<file path="config.mk">
export PLATFORM = sky130hd
export DESIGN_NAME = pos_sched
export DESIGN_NICKNAME = d
export VERILOG_FILES = /design/src/include/pos_sched_pkg.sv /design/src/rtl/pos_sched.sv
export SDC_FILE = /design/constraint.sdc
export NUM_CORES = 1
export LEC_CHECK = 0
export ABC_AREA = 1
export BUFFER_PORTS_ARGS = -buffer_cell sky130_fd_sc_hd__buf_4
export CORE_MARGIN = 2
export CORE_UTILIZATION = 40
export DETAILED_ROUTE_END_ITERATION = 12
export REMOVE_ABC_BUFFERS = 1
export SLEW_MARGIN = 20
export SYNTH_ARGS = -nofsm -noshare
export SYNTH_HDL_FRONTEND = slang
export SYNTH_SLANG_ARGS = --single-unit
export TNS_END_PERCENT = 10
</file>
<file path="constraint.sdc">
create_clock -name mclk -period 2.95 [get_ports mclk]
set_input_delay 0.4425 -clock mclk [delete_from_list [all_inputs] [get_ports mclk]]
set_output_delay 0.4425 -clock mclk [all_outputs]
set_load 0.02 [all_outputs]
</file>
<file path="src/include/pos_sched_pkg.sv">
// Package for the positioning input sampling scheduler.
// Assumes a single 25 MHz clock and an APB master with 32-bit data.
package pos_sched_pkg;

   ////////////////////////////////////////////////////////////////////////
   // Register map, byte addresses.
   localparam logic [7:0] OFF_CTRL = 8'h00;
   localparam logic [7:0] OFF_CMD = 8'h04;
   localparam logic [7:0] OFF_RELAY = 8'h08;
   localparam logic [7:0] OFF_USE = 8'h0C;
   localparam logic [7:0] OFF_STAT = 8'h10;
   localparam logic [7:0] OFF_GPLAT = 8'h14;
   localparam logic [7:0] OFF_MPGCNT = 8'h18;

   // Field positions.
   localparam int CTRL_MANUAL = 0;
   localparam int CTRL_PROGEND = 1;
   localparam int CTRL_DIR = 2;
   localparam int CMD_START = 0;
   localparam int CMD_GPREAD = 1;
   localparam int CMD_IDX = 4;
   localparam int RELAY_HOME = 0;
   localparam int RELAY_FWD = 1;
   localparam int RELAY_RVS = 2;
   localparam int RELAY_STOP = 3;

   // Reset values.
   localparam logic [2:0] CTRL_RST = 3'h1;
   localparam logic [15:0] USE_RST = 16'h0000;

   // Input use codes, two bits per general input.
   localparam logic [1:0] USE_GP = 2'h0;
   localparam logic [1:0] USE_MPG = 2'h1;
   localparam logic [1:0] USE_INT = 2'h2;
   localparam logic [1:0] USE_PARAM = 2'h3;

   // Variant: the two-axis unit has interrupt inputs.
   localparam logic TWO_AXIS = 1'b1;

   // Filter constants.
   localparam int CLK_MHZ = 25;
   localparam int FILT_GP_US = 100;
   localparam int FILT_MPG_US = 50;
   localparam int FILT_INT_US = 20;
   localparam logic [11:0] FILT_GP_CYC = 12'(FILT_GP_US * CLK_MHZ);
   localparam logic [11:0] FILT_MPG_CYC = 12'(FILT_MPG_US * CLK_MHZ);
   localparam logic [11:0] FILT_INT_CYC = 12'(FILT_INT_US * CLK_MHZ);

   typedef enum logic [1:0] {
      ST_IDLE = 2'h0,
      ST_PRE = 2'h1,
      ST_RUN = 2'h3,
      ST_POST = 2'h2
   } motion_e;

   typedef enum logic [1:0] {
      K_DRIVE = 2'h0,
      K_HOME = 2'h1,
      K_JOGF = 2'h2,
      K_JOGR = 2'h3
   } kind_e;

   typedef struct packed {
      logic psel;
      logic penable;
      logic pwrite;
      logic [7:0] paddr;
      logic [31:0] pwdata;
   } apb_req_s;

   typedef struct packed {
      logic servoReady;
      logic servoComplete;
      logic zeroPulse;
      logic nearPoint;
      logic homeCmd;
      logic jogFwd;
      logic jogRvs;
      logic fwdLimit;
      logic rvsLimit;
      logic stop;
      logic [7:0] gp;
   } pins_s;

endpackage

</file>
<file path="src/rtl/pos_sched.sv">
// Input sampling scheduler of a positioning unit, with an APB slave.
// Assumes field pins are asynchronous and driveDone comes from the
// pulse generator on mclk.
//
// What this block does
// - While moving, sample encoder zero pulse only after the near-point switch.
// - With motor stopped, read near-point switch before a home-return drive.
// - While moving, monitor the near-point switch throughout home return.
// - In program mode, take home and jog inputs only in standby after end.
// - In program mode, read a general input only when its instruction runs.
// - In program mode, continuously monitor inputs assigned by parameters.
// - In program mode, continuously monitor relay flags replacing command inputs; home and jog relays are taken only in standby after end.
// - Pick each general input's filter constant from its configured use.
// - Count manual pulse generator pulses correctly up to 2 kHz, in manual mode or after the end step.
// - Interrupt inputs exist only in the two-axis variant.
//
// Added by the designer: the APB slave port and the address map.
`timescale 1ns/1ps
module pos_sched
   import pos_sched_pkg::*;
(
   input wire logic mclk,
   input wire logic rst_n,
   input wire pos_sched_pkg::apb_req_s apbReq,
   output logic [31:0] prdata,
   output logic pready,
   output logic pslverr,
   input wire logic servo_ready_in,
   input wire logic servo_complete_in,
   input wire logic encoder_zero_pulse_in,
   input wire logic near_point_switch_in,
   input wire logic home_return_cmd_in,
   input wire logic jog_forward_in,
   input wire logic jog_reverse_in,
   input wire logic forward_limit_in,
   input wire logic reverse_limit_in,
   input wire logic stopIn,
   input wire logic [7:0] gpIn,
   input wire logic driveDone,
   output logic driveRun,
   output logic driveFwd,
   output logic homeMode,
   output logic driveFault,
   output logic [7:0] intrEvent
);
   import pos_sched_pkg::*;

   typedef struct packed {
      logic manual;
      logic progEnd;
      logic dir;
      logic [3:0] relay;
      logic [15:0] useMap;
      pins_s sync1;
      pins_s sync2;
      logic [7:0][11:0] filtCnt;
      logic [7:0] filt;
      logic [7:0] filtPrev;
      motion_e st;
      kind_e kind;
      logic fault;
      logic done;
      logic armed;
      logic dogAtStart;
      logic zeroPrev;
      logic [7:0] gpLat;
      logic [7:0] paramView;
      logic [15:0] mpgCnt;
      logic [31:0] prdata;
      logic [7:0] intrEvt;
   } state_s;

   state_s q;
   state_s d;
   pins_s pins;
   logic wr;
   logic known;
   logic startReq;
   logic homeReq;
   logic fwdReq;
   logic rvsReq;
   logic stopAll;
   logic moveFwd;
   logic limHit;
   logic mpgOn;
   logic found;
   logic [2:0] idx;

   ////////////////////////////////////////////////////////////////////////
   // Without the two-axis variant an interrupt code falls back to general.
   function automatic logic [1:0] effUse(input logic [1:0] u);
      effUse = (u == USE_INT && !TWO_AXIS) ? USE_GP : u;
   endfunction

   function automatic logic [11:0] filtLimit(input logic [1:0] u);
      case (u)
         USE_MPG: filtLimit = FILT_MPG_CYC;
         USE_INT: filtLimit = FILT_INT_CYC;
         default: filtLimit = FILT_GP_CYC;
      endcase
   endfunction

   assign pins = '{servoReady: servo_ready_in,
                   servoComplete: servo_complete_in,
                   zeroPulse: encoder_zero_pulse_in,
                   nearPoint: near_point_switch_in,
                   homeCmd: home_return_cmd_in,
                   jogFwd: jog_forward_in, jogRvs: jog_reverse_in,
                   fwdLimit: forward_limit_in, rvsLimit: reverse_limit_in,
                   stop: stopIn, gp: gpIn};

   assign wr = apbReq.psel && apbReq.penable && apbReq.pwrite;
   assign known = apbReq.paddr inside {OFF_CTRL, OFF_CMD, OFF_RELAY,
                                       OFF_USE, OFF_STAT, OFF_GPLAT,
                                       OFF_MPGCNT};
   assign idx = apbReq.pwdata[CMD_IDX +: 3];

   ////////////////////////////////////////////////////////////////////////
   // Command sources. Manual mode watches the pins at all times; program
   // mode takes home and jog, pins or relays, only in standby after the end step.
   always_comb begin
      if (q.manual) begin
         homeReq = q.sync2.homeCmd;
         fwdReq = q.sync2.jogFwd;
         rvsReq = q.sync2.jogRvs;
      end else begin
         homeReq = q.progEnd && (q.sync2.homeCmd || q.relay[RELAY_HOME]);
         fwdReq = q.progEnd && (q.sync2.jogFwd || q.relay[RELAY_FWD]);
         rvsReq = q.progEnd && (q.sync2.jogRvs || q.relay[RELAY_RVS]);
      end
      stopAll = q.sync2.stop || (!q.manual && q.relay[RELAY_STOP]);
      startReq = wr && apbReq.paddr == OFF_CMD && !q.manual &&
                 apbReq.pwdata[CMD_START];
      moveFwd = q.kind == K_JOGF || (q.kind == K_DRIVE && q.dir);
      limHit = moveFwd ? q.sync2.fwdLimit : q.sync2.rvsLimit;
      mpgOn = q.manual || q.progEnd;
   end

   ////////////////////////////////////////////////////////////////////////
   always_comb begin
      d = q;
      d.intrEvt = '0;
      d.sync1 = pins;
      d.sync2 = q.sync1;
      d.filtPrev = q.filt;
      d.zeroPrev = q.sync2.zeroPulse;
      found = 1'b0;

      // Each general input is debounced with the constant of its use.
      for (int i = 0; i < 8; i++) begin
         if (q.sync2.gp[i] == q.filt[i]) begin
            d.filtCnt[i] = '0;
         end else if (q.filtCnt[i] >=
                      filtLimit(effUse(q.useMap[2*i +: 2])) - 12'h001) begin
            d.filt[i] = q.sync2.gp[i];
            d.filtCnt[i] = '0;
         end else begin
            d.filtCnt[i] = q.filtCnt[i] + 12'h001;
         end
         if (q.filt[i] && !q.filtPrev[i] && !q.manual &&
             effUse(q.useMap[2*i +: 2]) == USE_INT) begin
            d.intrEvt[i] = 1'b1;
         end
         // Only the lowest-numbered generator input counts, so two
         // inputs set to the same use cannot double the count.
         if (!found && effUse(q.useMap[2*i +: 2]) == USE_MPG) begin
            found = 1'b1;
            if (mpgOn && q.filt[i] && !q.filtPrev[i]) begin
               d.mpgCnt = q.mpgCnt + 16'h0001;
            end
         end
         if (!q.manual && q.useMap[2*i +: 2] == USE_PARAM) begin
            d.paramView[i] = q.filt[i];
         end
      end

      ////////////////////////////////////////////////////////////////////
      // Motion sequencing.
      unique case (q.st)
         ST_IDLE: begin
            if (startReq || homeReq || fwdReq || rvsReq) begin
               d.st = ST_PRE;
               d.fault = 1'b0;
               d.done = 1'b0;
               d.armed = 1'b0;
               d.kind = startReq ? K_DRIVE : homeReq ? K_HOME :
                        fwdReq ? K_JOGF : K_JOGR;
            end
         end
         ST_PRE: begin
            if (q.kind == K_HOME) begin
               d.dogAtStart = q.sync2.nearPoint;
            end
            if (!q.sync2.servoReady || limHit) begin
               d.st = ST_IDLE;
               d.fault = 1'b1;
            end else begin
               d.st = ST_RUN;
            end
         end
         ST_RUN: begin
            if (q.kind == K_HOME && q.sync2.nearPoint) begin
               d.armed = 1'b1;
            end
            if (!q.sync2.servoReady || limHit) begin
               d.st = ST_POST;
               d.fault = 1'b1;
            end else if (stopAll) begin
               d.st = ST_POST;
            end else if (q.kind == K_HOME) begin
               if (q.armed && q.sync2.zeroPulse && !q.zeroPrev) begin
                  d.st = ST_POST;
               end
            end else if (q.kind == K_DRIVE) begin
               if (driveDone) begin
                  d.st = ST_POST;
               end
            end else if (q.kind == K_JOGF ? !fwdReq : !rvsReq) begin
               d.st = ST_POST;
            end
         end
         ST_POST: begin
            if (q.sync2.servoComplete) begin
               d.st = ST_IDLE;
               d.done = 1'b1;
            end
         end
      endcase

      ////////////////////////////////////////////////////////////////////
      // Register access. Read data is loaded in the setup cycle so that
      // it comes from a flop while the slave still answers with no wait.
      if (apbReq.psel && !apbReq.penable) begin
         unique case (apbReq.paddr)
            OFF_CTRL: d.prdata = {29'h0, q.dir, q.progEnd, q.manual};
            OFF_RELAY: d.prdata = {28'h0, q.relay};
            OFF_USE: d.prdata = {16'h0, q.useMap};
            OFF_STAT: d.prdata = {16'h0, q.filt, q.dogAtStart, q.armed,
                                  q.done, q.fault, q.kind, q.st};
            OFF_GPLAT: d.prdata = {16'h0, q.paramView, q.gpLat};
            OFF_MPGCNT: d.prdata = {16'h0, q.mpgCnt};
            default: d.prdata = 32'h0;
         endcase
      end
      if (wr) begin
         unique case (apbReq.paddr)
            OFF_CTRL: begin
               d.manual = apbReq.pwdata[CTRL_MANUAL];
               d.progEnd = apbReq.pwdata[CTRL_PROGEND];
               d.dir = apbReq.pwdata[CTRL_DIR];
            end
            OFF_RELAY: d.relay = apbReq.pwdata[3:0];
            OFF_USE: d.useMap = apbReq.pwdata[15:0];
            OFF_CMD: begin
               if (!q.manual && apbReq.pwdata[CMD_GPREAD]) begin
                  d.gpLat[idx] = q.filt[idx];
               end
            end
            default: begin
            end
         endcase
      end
   end

   always_ff @(posedge mclk or negedge rst_n) begin
      if (!rst_n) begin
         q <= '0;
         q.manual <= CTRL_RST[CTRL_MANUAL];
         q.progEnd <= CTRL_RST[CTRL_PROGEND];
         q.dir <= CTRL_RST[CTRL_DIR];
         q.useMap <= USE_RST;
      end else begin
         q <= d;
      end
   end

   ////////////////////////////////////////////////////////////////////////
   assign prdata = q.prdata;
   assign pready = 1'b1;
   assign pslverr = apbReq.psel && apbReq.penable && !known;
   assign driveRun = q.st == ST_RUN;
   assign driveFwd = moveFwd;
   assign homeMode = q.kind == K_HOME;
   assign driveFault = q.fault;
   assign intrEvent = q.intrEvt;
endmodule

</file>
==> reports/metrics.yaml <==
min_path_cells: 1
cts_num_sinks: 236
cts_max_level: 1
ys_ff_latch: 236
worstPathMaxFanout: 12
rsz0062_at_grt: "false"
register_area_sq_um: 5907
arrival_ns: 2.88
fmax_mhz: 410.1
core.rowCount: 65
multi_input_area_sq_um: 5788
holdCritPathClass: "input pin to flop"
die_h_microns: 181.9
setup_slack_ns: 0.5114
period_needed_ns: 2.439
ios: 110
relSlewSlack_pct: 32.31
holdPathEnd: "d[194]"
routed_wl_mm: 28.74
yosysTopAreaCellShare_pct: 46.46
drc: 0
clockBufferDepth: 3
reg2reg_depth: 9
hold_start: "gpIn[1]"
grt_antenna_before_repair: 0
synth.area.top_cells: "dfrtp_1 (46%), ha_1 (9.7%), nand2_1 (7.9%), nor2_1 (6.4%), inv_1 (4.4%)"
ys_types: 40
cts_root_buf: "clkbuf_16"
power_density_nw_per_um2: 536.2
post-dp-hpwl_mm: 21.18
fin_worst_skew_ns: 0.01685
worst_slew_pin_slew_ns: 1.008
grt_pass1_wl_mm: 49.05
finalSetupViolations: 0
r2r_slack_ns: 0.51
pre_cts_ws_ns: 0.5113
r2r_end: "q[117]"
outcome: "complete, no violations"
worstSetupEndpointType: "flop"
grt_use_total_pct: 18.08
syn_to_final_growth_pct: 16.18
async_flop_share_pct: 100.0
start_util_pct: 40.32
final_cell_mix: "nand2_1 (267), dfrtp_1 (235), nor2_1 (216)"
crit_type: "flop to flop"
die-area_sq_um: 33090
detail_route.iter0.violations: 625
layout_commonest_cell: "nand2_1"
diodes: 0
critPathLaunchType: "flop"
nets: 1723
fillCellCount: 3001
vias_per_cell: 4.967
place.port_buffers: 76
drv_cap: 0
cts_buffers: 27
grt_pass1_vias: 9824
avgSynthCellArea_sq_um: 8.570
coreArea_sq_um: 31390
grt_max_degree: 67
synthesis.area_sq_um: 12660
total_power_w: 0.007885
firstDrtPassIters: 5
clk_latency_ns: 0.54
num_vias: 9854
cts_setup_buffers: 0
r2r-start: "q[231]"
synth_edf_count: 0
place_congestion: 0.8469
die_w_microns: 181.9
p_leak_nw: 7.177
yosysWarnings: 0
clk_pin_slew_ns: 0.06
yosys.area.top_type: "dfrtp_1"
seq_area_frac_synth_pct: 46.66
netlist_instances: 1477
drive_above_1_share_pct: 10.68
synth_flop_cell: "dfrtp_1"
fin_util_pct: 46.85
cts_tree: "yes"
ant_nets: 0
finalHoldViolCount: 0
gr-total-overflow: 0
tns_ns: 0
ir_drop_mv: 0.4962
hold-worst-slack_ns: 0.01776
period_share_pct: 82.67
drv_slew: 0
worstPathRequired_ns: 3.39
wire_per_inst_microns: 14.49
==> registers in the layout, indices dropped and copies added, names as in the netlist <==
register    cells
driveFault      1
intrEvent       8
d              27
q             184
prdata         16
==> critical path, stage by stage, from the launching register on <==
cell	delay, ns
dfrtp_1	0.42
inv_1	0.14
ha_1	0.32
inv_1	0.05
ha_1	0.28
a21oi_1	0.12
o21ai_0	0.10
a21oi_1	0.21
nand3b_1	0.41
a211oi_1	0.30
==> layout make-up <==
cell class	instances	share of cell area [%]
Clock buffer	34	5.113
Clock inverter	16	2.042
Inverter	160	4.101
Multi-Input combinational cell	1034	39.36
Sequential cell	236	40.17
Tap cell	402	3.420
Timing Repair Buffer	102	5.802
==> synth_stat cells (all sizes together) (5+ instances only) <==
| cell type | count |
|---|---|
| a211oi | 5 |
| a21o | 6 |
| a21oi | 50 |
| a31oi | 15 |
| and3 | 6 |
| buf | 53 |
| clkbuf | 10 |
| dfrtp | 235 |
| ha | 98 |
| inv | 160 |
| nand2 | 273 |
| nand3 | 79 |
| nand3b | 8 |
| nand4 | 18 |
| nor2 | 224 |
| nor3 | 53 |
| nor3b | 7 |
| o21ai | 76 |
| o22ai | 19 |
| xnor2 | 21 |
| xor2 | 51 |
==> metrics by stage <==
step / instances / cell area, sq um
4_1_cts: 1984 / 14710
3_3_place_gp: 1917 / 13480
3_5_place_dp: 1917 / 13480
2_1_floorplan: 1430 / 12300
6_report: 1984 / 14710
5_1_grt: 1984 / 14710
==> how the worst max path moves through the flow <==
stage / depth (start not counted) / end / startpoint / slack [ns]
after global routing: 9 / q[111] / q[231] / 0.23
after floorplan: 9 / q[117] / q[231] / 0.92
after global placement: 9 / q[117] / q[231] / 0.53
after CTS: 9 / q[117] / q[231] / 0.50
final: 9 / q[117] / q[231] / 0.51
after detailed placement: 9 / q[117] / q[231] / 0.51
==> cells by family after synthesis <==
family          count (synthesis)  synth area share [%]
other cells                     2               0.05933
compound gates                175                 7.562
xor+xnor                       72                 4.982
simple gates                  671                 22.96
buf+inv                       223                 8.085
flops                         236                 46.66
fa+ha+maj                      98                 9.687
==> layer usage <==
metal	wire length [microns]	up-vias	GRT usage, %
met4	879	0	5.677
met5	0	-	0
li1	-	4914	-
met3	1134	54	2.607
met1	13390	4693	24.76
met2	13330	193	29.75
==> where the power goes <==
| group | internal [W] | switching [W] |
|---|---|---|
| Sequential | 0.00335 | 0.0000982 |
| Combinational | 0.000205 | 0.000343 |
| Clock | 0.00251 | 0.00138 |
==> what timing repair did <==
action	4_1_cts	5_1_grt
resized for setup	0	0
hold endpoints to repair	77	0
hold buffers	17	0
Power figures use the tool's default switching activity.
